--- src/hw/pnc_pkg.sv ---
// Purpose: Shared constants and types for the negotiation/config block
// Assumes: 125 MHz ref_clk, management transactions already deframed
// Notes: Register offsets are management register numbers

package pnc_pkg;

    // ==========================================================
    // Register map
    localparam logic [4:0] REG_BMC = 5'h00;
    localparam logic [4:0] REG_BMS = 5'h01;
    localparam logic [4:0] REG_LPA = 5'h05;
    localparam logic [4:0] REG_EXP = 5'h06;
    localparam logic [4:0] REG_PCTL = 5'h19;

    // ==========================================================
    // Field positions
    localparam int BMC_DUPLEX = 8;
    localparam int BMC_RESTART = 9;
    localparam int BMC_ISOLATE = 10;
    localparam int BMC_NEGOTIATION_STRAP = 12;
    localparam int BMC_SPEED = 13;
    localparam int BMS_LINK = 2;
    localparam int BMS_AN_ABLE = 3;
    localparam int BMS_AN_DONE = 5;
    localparam int EXP_LP_AN_ABLE = 0;
    localparam int EXP_PD_FAULT = 4;
    localparam int PCTL_AUTO_X = 15;
    localparam int PCTL_FORCE_X = 14;
    localparam int PCTL_CFG_LSB = 5;
    localparam int LPA_10HD = 5;
    localparam int LPA_10FD = 6;
    localparam int LPA_100HD = 7;
    localparam int LPA_100FD = 8;

    // ==========================================================
    // Reset and fixed values
    localparam logic [15:0] BMC_WMASK = 16'h3500;
    localparam logic [4:0] ADDR_RESET = 5'h01;
    localparam logic [4:0] SELECTOR_8023 = 5'h01;
    localparam logic [15:0] LPA_PD_100 = 16'h0081;
    localparam logic [15:0] LPA_PD_10 = 16'h0021;
    localparam logic [15:0] LFSR_SEED = 16'hace1;
    localparam logic [15:0] LFSR_TAPS = 16'hb400;
    localparam logic [2:0] NLP_LINK_COUNT = 3'h7;

    // ==========================================================
    // Timing
    localparam int unsigned CLK_KHZ = 125000;
    localparam int unsigned BREAK_LINK_MS = 1500;
    localparam int unsigned AN_DONE_MS = 3000;
    localparam int unsigned LINK_LOSS_MS = 50;
    localparam int unsigned XOVER_SLOT_MS = 60;
    localparam int unsigned BLINK_MS = 50;
    localparam int unsigned BREAK_LINK_CYC = BREAK_LINK_MS * CLK_KHZ;
    localparam int unsigned AN_DONE_CYC = AN_DONE_MS * CLK_KHZ;
    localparam int unsigned LINK_LOSS_CYC = LINK_LOSS_MS * CLK_KHZ;
    localparam int unsigned XOVER_SLOT_CYC = XOVER_SLOT_MS * CLK_KHZ;
    localparam int unsigned BLINK_CYC = BLINK_MS * CLK_KHZ;

    // ==========================================================
    // Types
    typedef enum logic [1:0] {
        AN_OFF,
        AN_BREAK,
        AN_DETECT,
        AN_DONE
    } pnc_an_state_type;

    typedef struct packed {
        logic rd;
        logic wr;
        logic [4:0] addr;
        logic [15:0] wdata;
    } pnc_mgmt_req_type;

    typedef struct packed {
        logic [4:0] station_address_strap;
        logic indicator_config;
        logic negotiation_strap;
        logic an1;
        logic an0;
        logic mdix_en;
    } pnc_strap_type;

    typedef struct packed {
        pnc_an_state_type an_state;
        logic [31:0] timer;
        logic [15:0] bmc;
        logic [15:0] pctl;
        logic [15:0] lpa;
        logic [3:0] adv;
        logic an_complete;
        logic lp_an_able;
        logic pd_fault;
        logic an_armed;
        logic an_cleared;
        logic strap_done;
        logic strap_iso;
        logic [2:0] pol;
        logic [2:0] nlp_cnt;
        logic link10;
        logic [31:0] loss_timer;
        logic res_100;
        logic res_fd;
        logic xover;
        logic [31:0] xtimer;
        logic [15:0] lfsr;
        logic [15:0] rdata;
        logic rvalid;
    } pnc_state_type;

    typedef struct packed {
        logic [31:0] blink_cnt;
        logic blink_ph;
        logic [2:0] led;
    } pnc_ind_state_type;

endpackage

--- src/hw/pnc_top.sv ---
// Purpose: Negotiation control, crossover, straps, isolate, indicators
// Assumes: Management frames deframed to single-cycle strobes
// Notes: Long timers are parameters so simulation can shorten them
//
// Summary of operation
// - Parallel detect sets partner ability bit 5 or 7 per technology.
// - Parallel detect loads partner selector field with 00001.
// - Parallel detect: partner-able bit zero, complete bit one.
// - Both links good in parallel detect sets fault bit.
// - Writing bit 9 with bit 12 set in basic mode control restarts negotiation.
// - Loss of negotiated link resumes negotiation.
// - Renegotiation silences output for break timer, then sends bursts.
// - Negotiation completes within about three seconds or retries.
// - Auto crossover on by default, strap/register set, random timing.
// - Force crossover bit swaps pairs regardless of other modes.
// - Station address latched from straps into control bits 4:0.
// - Strapped address zero isolates; written zero does not.
// - Station address defaults to 00001.
// - Bit 10 of basic mode control enters isolate mode.
// - Isolate ignores transmit inputs, floats MII outputs.
// - Isolate keeps idles/pulses and negotiation, no packet data.
// - Indicator mode from control bits 6:5 or strap.
// - Link indicator on for link, blinks for activity in modes 2/3.
// - 10 Mb/s link after seven pulses or one packet; loss timer.
// - Speed indicator shows 100 Mb/s in every mode.
// - Act/col indicator shows activity, collision or duplex by mode.
// - Indicator polarity follows strap level latched at reset.
// - Low strap gives active high, high strap active low.

module pnc_top
    import pnc_pkg::*;
#(
    parameter int unsigned BREAK_CYCLES = BREAK_LINK_CYC,
    parameter int unsigned AN_CYCLES = AN_DONE_CYC,
    parameter int unsigned LOSS_CYCLES = LINK_LOSS_CYC,
    parameter int unsigned XOVER_CYCLES = XOVER_SLOT_CYC,
    parameter int unsigned BLINK_CYCLES = BLINK_CYC
) (
    input wire logic ref_clk, // Clock
    input wire logic rst_b, // Async reset, active low
    input wire logic clk_en, // Freeze all state when low
    input wire pnc_mgmt_req_type mgmt_req, // Management access
    output logic [15:0] mgmt_rdata, // Read data
    output logic mgmt_rvalid, // Read data valid pulse
    input wire pnc_strap_type straps, // Strap pin levels
    input wire logic signal_detect, // 100 Mb/s signal present
    input wire logic nlp_pulse, // Normal link pulse seen
    input wire logic packet_ok, // Valid 10 Mb/s packet seen
    input wire logic flp_burst_seen, // Partner sends bursts
    input wire logic flp_page_valid, // Partner base page taken
    input wire logic [15:0] flp_page, // Partner base page
    input wire logic tx_en_in, // Transmit enable from MAC
    input wire logic tx_active, // Transmit activity
    input wire logic rx_active, // Receive activity
    input wire logic col_in, // Collision signal
    output logic tx_en_gated, // Transmit enable to data path
    output logic mii_out_oe_b, // MII outputs enable, low drives
    output logic media_data_en, // Packet data allowed on media
    output logic media_pulse_en, // Idles or link pulses allowed
    output logic flp_send, // Send negotiation bursts
    output logic crossover, // Media pairs swapped
    output logic link_up, // Link good
    output logic speed_100, // 100 Mb/s operation
    output logic full_duplex, // Full duplex operation
    output logic link_indicator, // Link indicator pin
    output logic speed_indicator, // Speed indicator pin
    output logic activity_collision_indicator // Act/col pin
);

    // ==========================================================
    // Helpers
    function automatic logic [3:0] adv_from_strap(input logic a1,
                                                  input logic a0);
        case ({a1, a0})
            2'h0: adv_from_strap = 4'h3;
            2'h1: adv_from_strap = 4'hc;
            2'h2: adv_from_strap = 4'h5;
            default: adv_from_strap = 4'hf;
        endcase
    endfunction

    pnc_state_type s, n;
    logic link_good;
    logic an_go;
    logic isolate;
    logic restart_req;
    logic [3:0] common;
    logic collision;

    assign link_good = signal_detect | s.link10;
    assign an_go = s.bmc[BMC_NEGOTIATION_STRAP] & s.an_armed;
    assign isolate = s.bmc[BMC_ISOLATE] | s.strap_iso;
    assign restart_req = mgmt_req.wr & (mgmt_req.addr == REG_BMC)
                         & mgmt_req.wdata[BMC_RESTART] & s.strap_done;
    assign common = s.adv & {s.lpa[LPA_100FD], s.lpa[LPA_100HD],
                             s.lpa[LPA_10FD], s.lpa[LPA_10HD]};

    // ==========================================================
    // Next state
    always_comb begin
        n = s;
        n.rvalid = 1'b0;
        n.lfsr = s.lfsr[0] ? ((s.lfsr >> 1) ^ LFSR_TAPS) : (s.lfsr >> 1);
        if (!s.strap_done) begin
            n.strap_done = 1'b1;
            n.pctl[4:0] = straps.station_address_strap;
            n.strap_iso = (straps.station_address_strap == 5'h00);
            n.pctl[PCTL_CFG_LSB] = straps.indicator_config;
            n.pctl[PCTL_AUTO_X] = straps.mdix_en;
            n.pol = {straps.an0, straps.an1, straps.negotiation_strap};
            n.bmc[BMC_NEGOTIATION_STRAP] = straps.negotiation_strap;
            n.bmc[BMC_SPEED] = straps.an1;
            n.bmc[BMC_DUPLEX] = straps.an0;
            n.an_armed = straps.negotiation_strap;
            n.adv = straps.negotiation_strap ?
                    adv_from_strap(straps.an1, straps.an0) : 4'h0;
        end else if (mgmt_req.wr) begin
            case (mgmt_req.addr)
                REG_BMC: begin
                    n.bmc = mgmt_req.wdata & BMC_WMASK;
                    if (!mgmt_req.wdata[BMC_NEGOTIATION_STRAP]) begin
                        n.an_cleared = 1'b1;
                    end else if (s.an_cleared) begin
                        n.an_armed = 1'b1;
                        if (n.adv == 4'h0) begin
                            n.adv = 4'hf;
                        end
                    end
                end
                REG_PCTL: begin
                    n.pctl = {mgmt_req.wdata[15:14], 9'h000,
                              mgmt_req.wdata[4:0]};
                    n.pctl[6:5] = mgmt_req.wdata[6:5];
                end
                default: begin
                end
            endcase
        end else if (mgmt_req.rd) begin
            n.rvalid = 1'b1;
            case (mgmt_req.addr)
                REG_BMC: n.rdata = s.bmc;
                REG_BMS: begin
                    n.rdata = 16'h0000;
                    n.rdata[BMS_AN_ABLE] = 1'b1;
                    n.rdata[BMS_LINK] = link_good;
                    n.rdata[BMS_AN_DONE] = s.an_complete;
                end
                REG_LPA: n.rdata = s.lpa;
                REG_EXP: begin
                    n.rdata = 16'h0000;
                    n.rdata[EXP_LP_AN_ABLE] = s.lp_an_able;
                    n.rdata[EXP_PD_FAULT] = s.pd_fault;
                    // Read clears fault; a new fault below wins
                    n.pd_fault = 1'b0;
                end
                REG_PCTL: n.rdata = s.pctl;
                default: n.rdata = 16'h0000;
            endcase
        end

        if (packet_ok) begin
            n.link10 = 1'b1;
            n.loss_timer = 32'h0;
        end else if (nlp_pulse) begin
            n.loss_timer = 32'h0;
            if (s.nlp_cnt >= NLP_LINK_COUNT - 3'h1) begin
                n.link10 = 1'b1;
            end else begin
                n.nlp_cnt = s.nlp_cnt + 3'h1;
            end
        end else if (s.loss_timer >= LOSS_CYCLES - 1) begin
            n.link10 = 1'b0;
            n.nlp_cnt = 3'h0;
        end else begin
            n.loss_timer = s.loss_timer + 32'h1;
        end

        // Negotiation; runs on in isolate too
        // negotiation continues
        case (s.an_state)
            AN_OFF: begin
                if (an_go) begin
                    n.an_state = AN_BREAK;
                    n.timer = 32'h0;
                    n.an_complete = 1'b0;
                end
            end
            AN_BREAK: begin
                if (s.timer >= BREAK_CYCLES - 1) begin
                    n.an_state = AN_DETECT;
                    n.timer = 32'h0;
                end else begin
                    n.timer = s.timer + 32'h1;
                end
            end
            AN_DETECT: begin
                n.timer = s.timer + 32'h1;
                if (flp_page_valid) begin
                    n.lpa = flp_page;
                    n.lp_an_able = 1'b1;
                    n.an_complete = 1'b1;
                    n.an_state = AN_DONE;
                end else if (!flp_burst_seen && signal_detect
                             && s.link10) begin
                    n.pd_fault = 1'b1;
                end else if (!flp_burst_seen && link_good) begin
                    n.lpa = signal_detect ? LPA_PD_100 : LPA_PD_10;
                    n.lpa[4:0] = SELECTOR_8023;
                    n.lp_an_able = 1'b0;
                    n.an_complete = 1'b1;
                    n.an_state = AN_DONE;
                end else if (s.timer >= AN_CYCLES - 1) begin
                    n.an_state = AN_BREAK;
                    n.timer = 32'h0;
                end
            end
            AN_DONE: begin
                if (!link_good) begin
                    n.an_state = AN_DETECT;
                    n.an_complete = 1'b0;
                    n.timer = 32'h0;
                end
            end
            default: n.an_state = AN_OFF;
        endcase
        if (s.an_state == AN_DETECT && n.an_state == AN_DONE) begin
            n.res_100 = (|n.lpa[LPA_100FD:LPA_100HD])
                        & (n.lp_an_able ? (|common[3:2]) : 1'b1);
            n.res_fd = n.lp_an_able &
                       (n.res_100 ? common[3] : common[1]);
        end
        if (restart_req && n.bmc[BMC_NEGOTIATION_STRAP] && n.an_armed) begin
            n.an_state = AN_BREAK;
            n.timer = 32'h0;
            n.an_complete = 1'b0;
        end
        if (!(n.bmc[BMC_NEGOTIATION_STRAP] && n.an_armed)) begin
            n.an_state = AN_OFF;
            n.an_complete = 1'b0;
        end

        if (s.pctl[PCTL_FORCE_X]) begin
            n.xover = 1'b1;
            n.xtimer = 32'h0;
        end else if (s.pctl[PCTL_AUTO_X] && s.an_state != AN_OFF
                     && !link_good) begin
            if (s.xtimer >= XOVER_CYCLES - 1) begin
                n.xtimer = 32'h0;
                if (s.lfsr[0]) begin
                    n.xover = ~s.xover;
                end
            end else begin
                n.xtimer = s.xtimer + 32'h1;
            end
        end else if (!s.pctl[PCTL_AUTO_X]) begin
            n.xover = 1'b0;
            n.xtimer = 32'h0;
        end
    end

    // ==========================================================
    // State register
    always_ff @(posedge ref_clk or negedge rst_b) begin
        if (!rst_b) begin
            s <= '0;
            s.an_state <= AN_OFF;
            s.lfsr <= LFSR_SEED;
            s.pctl <= {11'h000, ADDR_RESET};
            s.bmc <= 16'h1000;
        end else if (clk_en) begin
            s <= n;
        end
    end

    // ==========================================================
    // Outputs
    assign mgmt_rdata = s.rdata;
    assign mgmt_rvalid = s.rvalid;
    assign link_up = link_good;
    assign crossover = s.xover;
    assign speed_100 = an_go ? s.res_100 : s.bmc[BMC_SPEED];
    assign full_duplex = an_go ? s.res_fd : s.bmc[BMC_DUPLEX];
    assign mii_out_oe_b = isolate | ~s.strap_done;
    assign media_data_en = ~isolate & link_good & s.strap_done
                           & (s.an_state == AN_DONE || s.an_state == AN_OFF);
    assign tx_en_gated = tx_en_in & media_data_en;
    assign media_pulse_en = s.strap_done & (s.an_state != AN_BREAK);
    assign flp_send = (s.an_state == AN_DETECT);
    assign collision = ~full_duplex & (speed_100 ? (tx_active & rx_active)
                                                 : col_in);

    pnc_indicator #(
        .BLINK_CYCLES(BLINK_CYCLES)
    ) u_ind (
        .ref_clk(ref_clk),
        .rst_b(rst_b),
        .clk_en(clk_en),
        .cfg(s.pctl[PCTL_CFG_LSB+1:PCTL_CFG_LSB]),
        .link(link_good),
        .speed_100(speed_100),
        .full_duplex(full_duplex),
        .activity(tx_active | rx_active),
        .collision(collision),
        .pol(s.pol),
        .link_indicator(link_indicator),
        .speed_indicator(speed_indicator),
        .activity_collision_indicator(activity_collision_indicator)
    );

endmodule

--- src/hw/pnc_indicator.sv ---
// Purpose: Three indicator outputs, link and act/col multi-mode, with strap polarity
// Assumes: Inputs synchronous to ref_clk
// Notes: Outputs registered; polarity fixed at strap time

module pnc_indicator
    import pnc_pkg::*;
#(
    parameter int unsigned BLINK_CYCLES = BLINK_CYC
) (
    input wire logic ref_clk, // Clock
    input wire logic rst_b, // Async reset
    input wire logic clk_en, // Freeze when low
    input wire logic [1:0] cfg, // Indicator config bits
    input wire logic link, // Good link
    input wire logic speed_100, // 100 Mb/s operation
    input wire logic full_duplex, // Full duplex operation
    input wire logic activity, // Tx or rx activity
    input wire logic collision, // Collision status
    input wire logic [2:0] pol, // Strap levels link/speed/act
    output logic link_indicator, // Link output
    output logic speed_indicator, // Speed output
    output logic activity_collision_indicator // Act/col output
);

    // ==========================================================
    // Mode decode
    function automatic logic [1:0] ind_mode(input logic [1:0] c);
        if (c[0]) begin
            ind_mode = 2'h1;
        end else if (c[1]) begin
            ind_mode = 2'h3;
        end else begin
            ind_mode = 2'h2;
        end
    endfunction

    pnc_ind_state_type s, n;
    logic [1:0] mode;
    logic [2:0] on;

    always_comb begin
        n = s;
        mode = ind_mode(cfg);
        if (activity) begin
            if (s.blink_cnt >= BLINK_CYCLES - 1) begin
                n.blink_cnt = 32'h0;
                n.blink_ph = ~s.blink_ph;
            end else begin
                n.blink_cnt = s.blink_cnt + 32'h1;
            end
        end else begin
            n.blink_cnt = 32'h0;
            n.blink_ph = 1'b0;
        end
        if (mode == 2'h1) begin
            on[2] = link;
        end else begin
            on[2] = link & ~s.blink_ph;
        end
        on[1] = speed_100;
        case (mode)
            2'h1: on[0] = activity;
            2'h2: on[0] = collision;
            2'h3: on[0] = full_duplex;
            default: on[0] = 1'b0;
        endcase
        n.led = on ^ pol;
    end

    always_ff @(posedge ref_clk or negedge rst_b) begin
        if (!rst_b) begin
            s <= '0;
        end else if (clk_en) begin
            s <= n;
        end
    end

    assign link_indicator = s.led[2];
    assign speed_indicator = s.led[1];
    assign activity_collision_indicator = s.led[0];

endmodule

--- config.mk ---
export PLATFORM = sky130hd
export DESIGN_NAME = pnc_top
export DESIGN_NICKNAME = d
export VERILOG_FILES = /design/src/hw/pnc_pkg.sv /design/src/hw/pnc_top.sv /design/src/hw/pnc_indicator.sv
export SDC_FILE = /design/constraint.sdc
export NUM_CORES = 1
export LEC_CHECK = 0
export ABC_AREA = 1
export BUFFER_PORTS_ARGS = -buffer_cell sky130_fd_sc_hd__buf_2
export CAP_MARGIN = 20
export CORE_MARGIN = 2
export CORE_UTILIZATION = 49
export CTS_CLUSTER_SIZE = 24
export DETAILED_ROUTE_END_ITERATION = 6
export HOLD_SLACK_MARGIN = 0.12
export PLACE_DENSITY = 0.78
export SLEW_MARGIN = 30
export SYNTH_ARGS = -nofsm -noshare
export SYNTH_HDL_FRONTEND = slang
export SYNTH_HIERARCHICAL = 1
export SYNTH_SLANG_ARGS = --single-unit
--- constraint.sdc ---
create_clock -name ref_clk -period 4.65 [get_ports ref_clk]
set_input_delay 0.465 -clock ref_clk [delete_from_list [all_inputs] [get_ports ref_clk]]
set_output_delay 0.465 -clock ref_clk [all_outputs]
set_load 0.05 [all_outputs]
==> results.json <==
{
  "initial_core_util_pct": 49.6,
  "overflow": 0,
  "hpwl_um": 22800,
  "syn-cell-area_um2": 12800,
  "syn_inst": 1728,
  "period_needed_ns": 3.11,
  "port_buffers": 87,
  "tightest_slew_ns": 0.956,
  "post-cts-setup-buffer-count": 0,
  "synth_fp_nets": 1804,
  "met1_usage_pct": 32.7,
  "synth_flop_cell": "dfrtp_1",
  "max_cap_viol_count": 0,
  "setup_viol": 0,
  "ys_warn_count": 6,
  "core_area_um2": 25900,
  "path_clk_slew_ns": 0.06,
  "cts.sinks": 217,
  "gr-usage-met3_pct": 3.24,
  "status": "complete, but fails checks",
  "clock-skew-final_ns": 0.0136,
  "grt-busiest-layer": "met2",
  "p_leak_nw": 6.64,
  "min_period_over_period_pct": 67.0,
  "dp.cells": 2087,
  "criticalPathCategory": "reg -> reg",
  "drive_above_1_share_pct": 12.2,
  "synth_edf_count": 0,
  "synth.avg_cell_area_um2": 7.43,
  "die_h_um": 166,
  "die-area_um2": 27500,
  "post_synth_num_cell_types": 57,
  "multiInputGateArea_um2": 6210,
  "required_ns": 5.09,
  "setup_ws_ns": 1.54,
  "vias": 11600,
  "start_kind": "flip-flop",
  "ys_seq_area_share_pct": 42.4,
  "wirelength_um": 32300,
  "final_common_cell": "nand2_1",
  "clk_latency_ns": 0.54,
  "grt_usage_pct": 23.2,
  "hold_path_class": "in -> reg",
  "avgRoutedWirePerCell_um": 15.1,
  "root_buffer": "clkbuf_16",
  "final_cell_mix": "nand2_1 (445), dfrtp_1 (207), inv_1 (199), nor2_1 (186), nand3_1 (139)",
  "cts_tree": "done",
  "clock_tree.buffer_depth": 3,
  "slew_violations": 0,
  "cts_max_level": 1,
  "critical_path.endpoint_type": "flip-flop",
  "use_met2_pct": 37.7,
  "fp.dieW_um": 166,
  "place_worst_setup_slack_ns": 1.64,
  "violations": "design-rule violations",
  "ios": 90,
  "drc": 18,
  "slew_headroom_pct": 36.1,
  "grt_pass1_wl_um": 54000,
  "floorplan.rows": 59,
  "layout.nets": 1858,
  "antenna_found_initial": 2,
  "regArea_um2": 5440,
  "fmax_mhz": 321,
  "hold_viol": 0,
  "fillCellCount": 2343,
  "ys_ff_latch": 217,
  "avgViaCountPerCell": 5.43,
  "area_delta_synth_final_pct": 11.5,
  "numCtsBuffers": 25,
  "cp_max_fo": 42,
  "stdcell_count": 2138,
  "first_pass_iters": 7,
  "arrival_ns": 3.55,
  "gp_congestion": 0.926,
  "drtIter0Drc": 1348,
  "postLayoutCoreUtil_pct": 55.3,
  "grt_pass1_vias": 10900,
  "grt_max_degree": 132,
  "async_flop_share_pct": 100,
  "tns_ns": 0,
  "rsz0062_at_grt": "false",
  "p_per_area_nw_per_um2": 360,
  "ir_worst_vdd_mv": 0.286,
  "ant_nets": 0
}
[cell type report]
type | count | share of cell area [%]
antenna | 2 | 0.0349
tap | 335 | 2.93
clock buffer | 33 | 4.79
inverter | 208 | 5.45
sequential | 217 | 38.0
timing repair buffer | 98 | 3.98
clock inverter | 13 | 1.47
multi-input combinational | 1232 | 43.4
[routing by layer]
| layer | wire, um | up-vias |
|---|---|---|
| li1 | - | 5696 |
| met5 | 0 | - |
| met3 | 1970 | 54 |
| met2 | 14900 | 351 |
| met1 | 14700 | 5500 |
| met4 | 769 | 0 |
[final timing paths]
kind	start	endpoint	slack, ns	cells past startpoint
max in group asynchronous	rst_b	s[24]$_DFFE_PN1P_	3.42	3
min in group asynchronous	rst_b	s[168]$_DFFE_PN0P_	0.41	2
hold / removal	straps[8]	s[107]$_DFFE_PN0P_	0.14	2
hold reg to reg	s[23]$_DFFE_PN1P_	s[23]$_DFFE_PN1P_	0.47	2
setup / recovery	s[198]$_DFFE_PN0P_	s[40]$_DFFE_PN0P_	1.54	9
setup reg to reg	s[198]$_DFFE_PN0P_	s[40]$_DFFE_PN0P_	1.54	9
[cells by family after synthesis]
family / Yosys count / synth area share (%)
adder cells (fa/ha/maj): 15 / 1.46
XOR/XNOR: 57 / 3.89
AND/OR/NAND/NOR: 944 / 32.9
multiplexers: 3 / 0.253
buffers and inverters: 279 / 9.31
AO/OA/AOI/OAI: 213 / 9.77
flip-flops: 217 / 42.4
[registers in the layout, indices dropped and copies added, names as in the netlist]
signal	cells
u_ind/s	33
u_ind/speed_indicator	1
mgmt_rdata	16
s	163
mgmt_rvalid	1
u_ind/link_indicator	1
crossover	1
u_ind/activity_collision_indicator	1
[Yosys cell counts, types with 5 or more instances]
library cell    n  area share, %
dfstp_2        10            2.0
a31oi_1         5           0.24
o211ai_1        7           0.41
o21ai_2         7           0.48
nand4_1        43            2.1
inv_1         199            5.8
nand2_1       445             13
a21oi_1        31            1.2
xnor2_1        12           0.82
nor4_1          8           0.39
nand3_1       139            5.4
nand3b_1        6           0.35
nor2_4          9           0.79
xor2_1         45            3.1
buf_2          11           0.43
nor2_1        186            5.4
dfrtp_1       207             40
buf_6           9           0.79
ha_1           15            1.5
nand2_2        10           0.49
o21ai_0       120            4.7
o22ai_1        12           0.58
clkbuf_1       29           0.85
nor3_1         65            2.5
inv_2           8           0.23
nor2_2          5           0.24
buf_4          18            1.1
[critical path, cell delays in order (launching register included)]
cell and delay, ns:
dfrtp_1 0.43, inv_1 0.14, ha_1 0.36, nor3_2 0.40, inv_2 0.28, nand3_1 0.16, nand2_1 0.33, inv_2 0.60
nand3_1 0.17, o21ai_0 0.11
[through the flow]
step           cell area, um^2  hold slack, ns  total power [mW]
2_1_floorplan            12800           0.169              2.79
3_3_place_gp             13400           0.452              3.01
3_5_place_dp             13400           0.459              3.03
4_1_cts                  14300           0.127              5.17
5_1_grt                  14300           0.141              5.40
6_report                 14300           0.140              5.15
[where the power goes]
part | total (mW) | internal, mW | leakage (nW) | switching (mW)
Combinational | 0.751 | 0.233 | 3.37 | 0.517
Sequential | 2.26 | 2.09 | 2.84 | 0.174
Clock | 2.14 | 1.32 | 0.436 | 0.817
[timing repair]
action	CTS	global route
hold endpoints to repair	33	0
hold buffers	1	0
gates resized for setup	0	0
No activity file was read; power rests on OpenSTA's default activity.
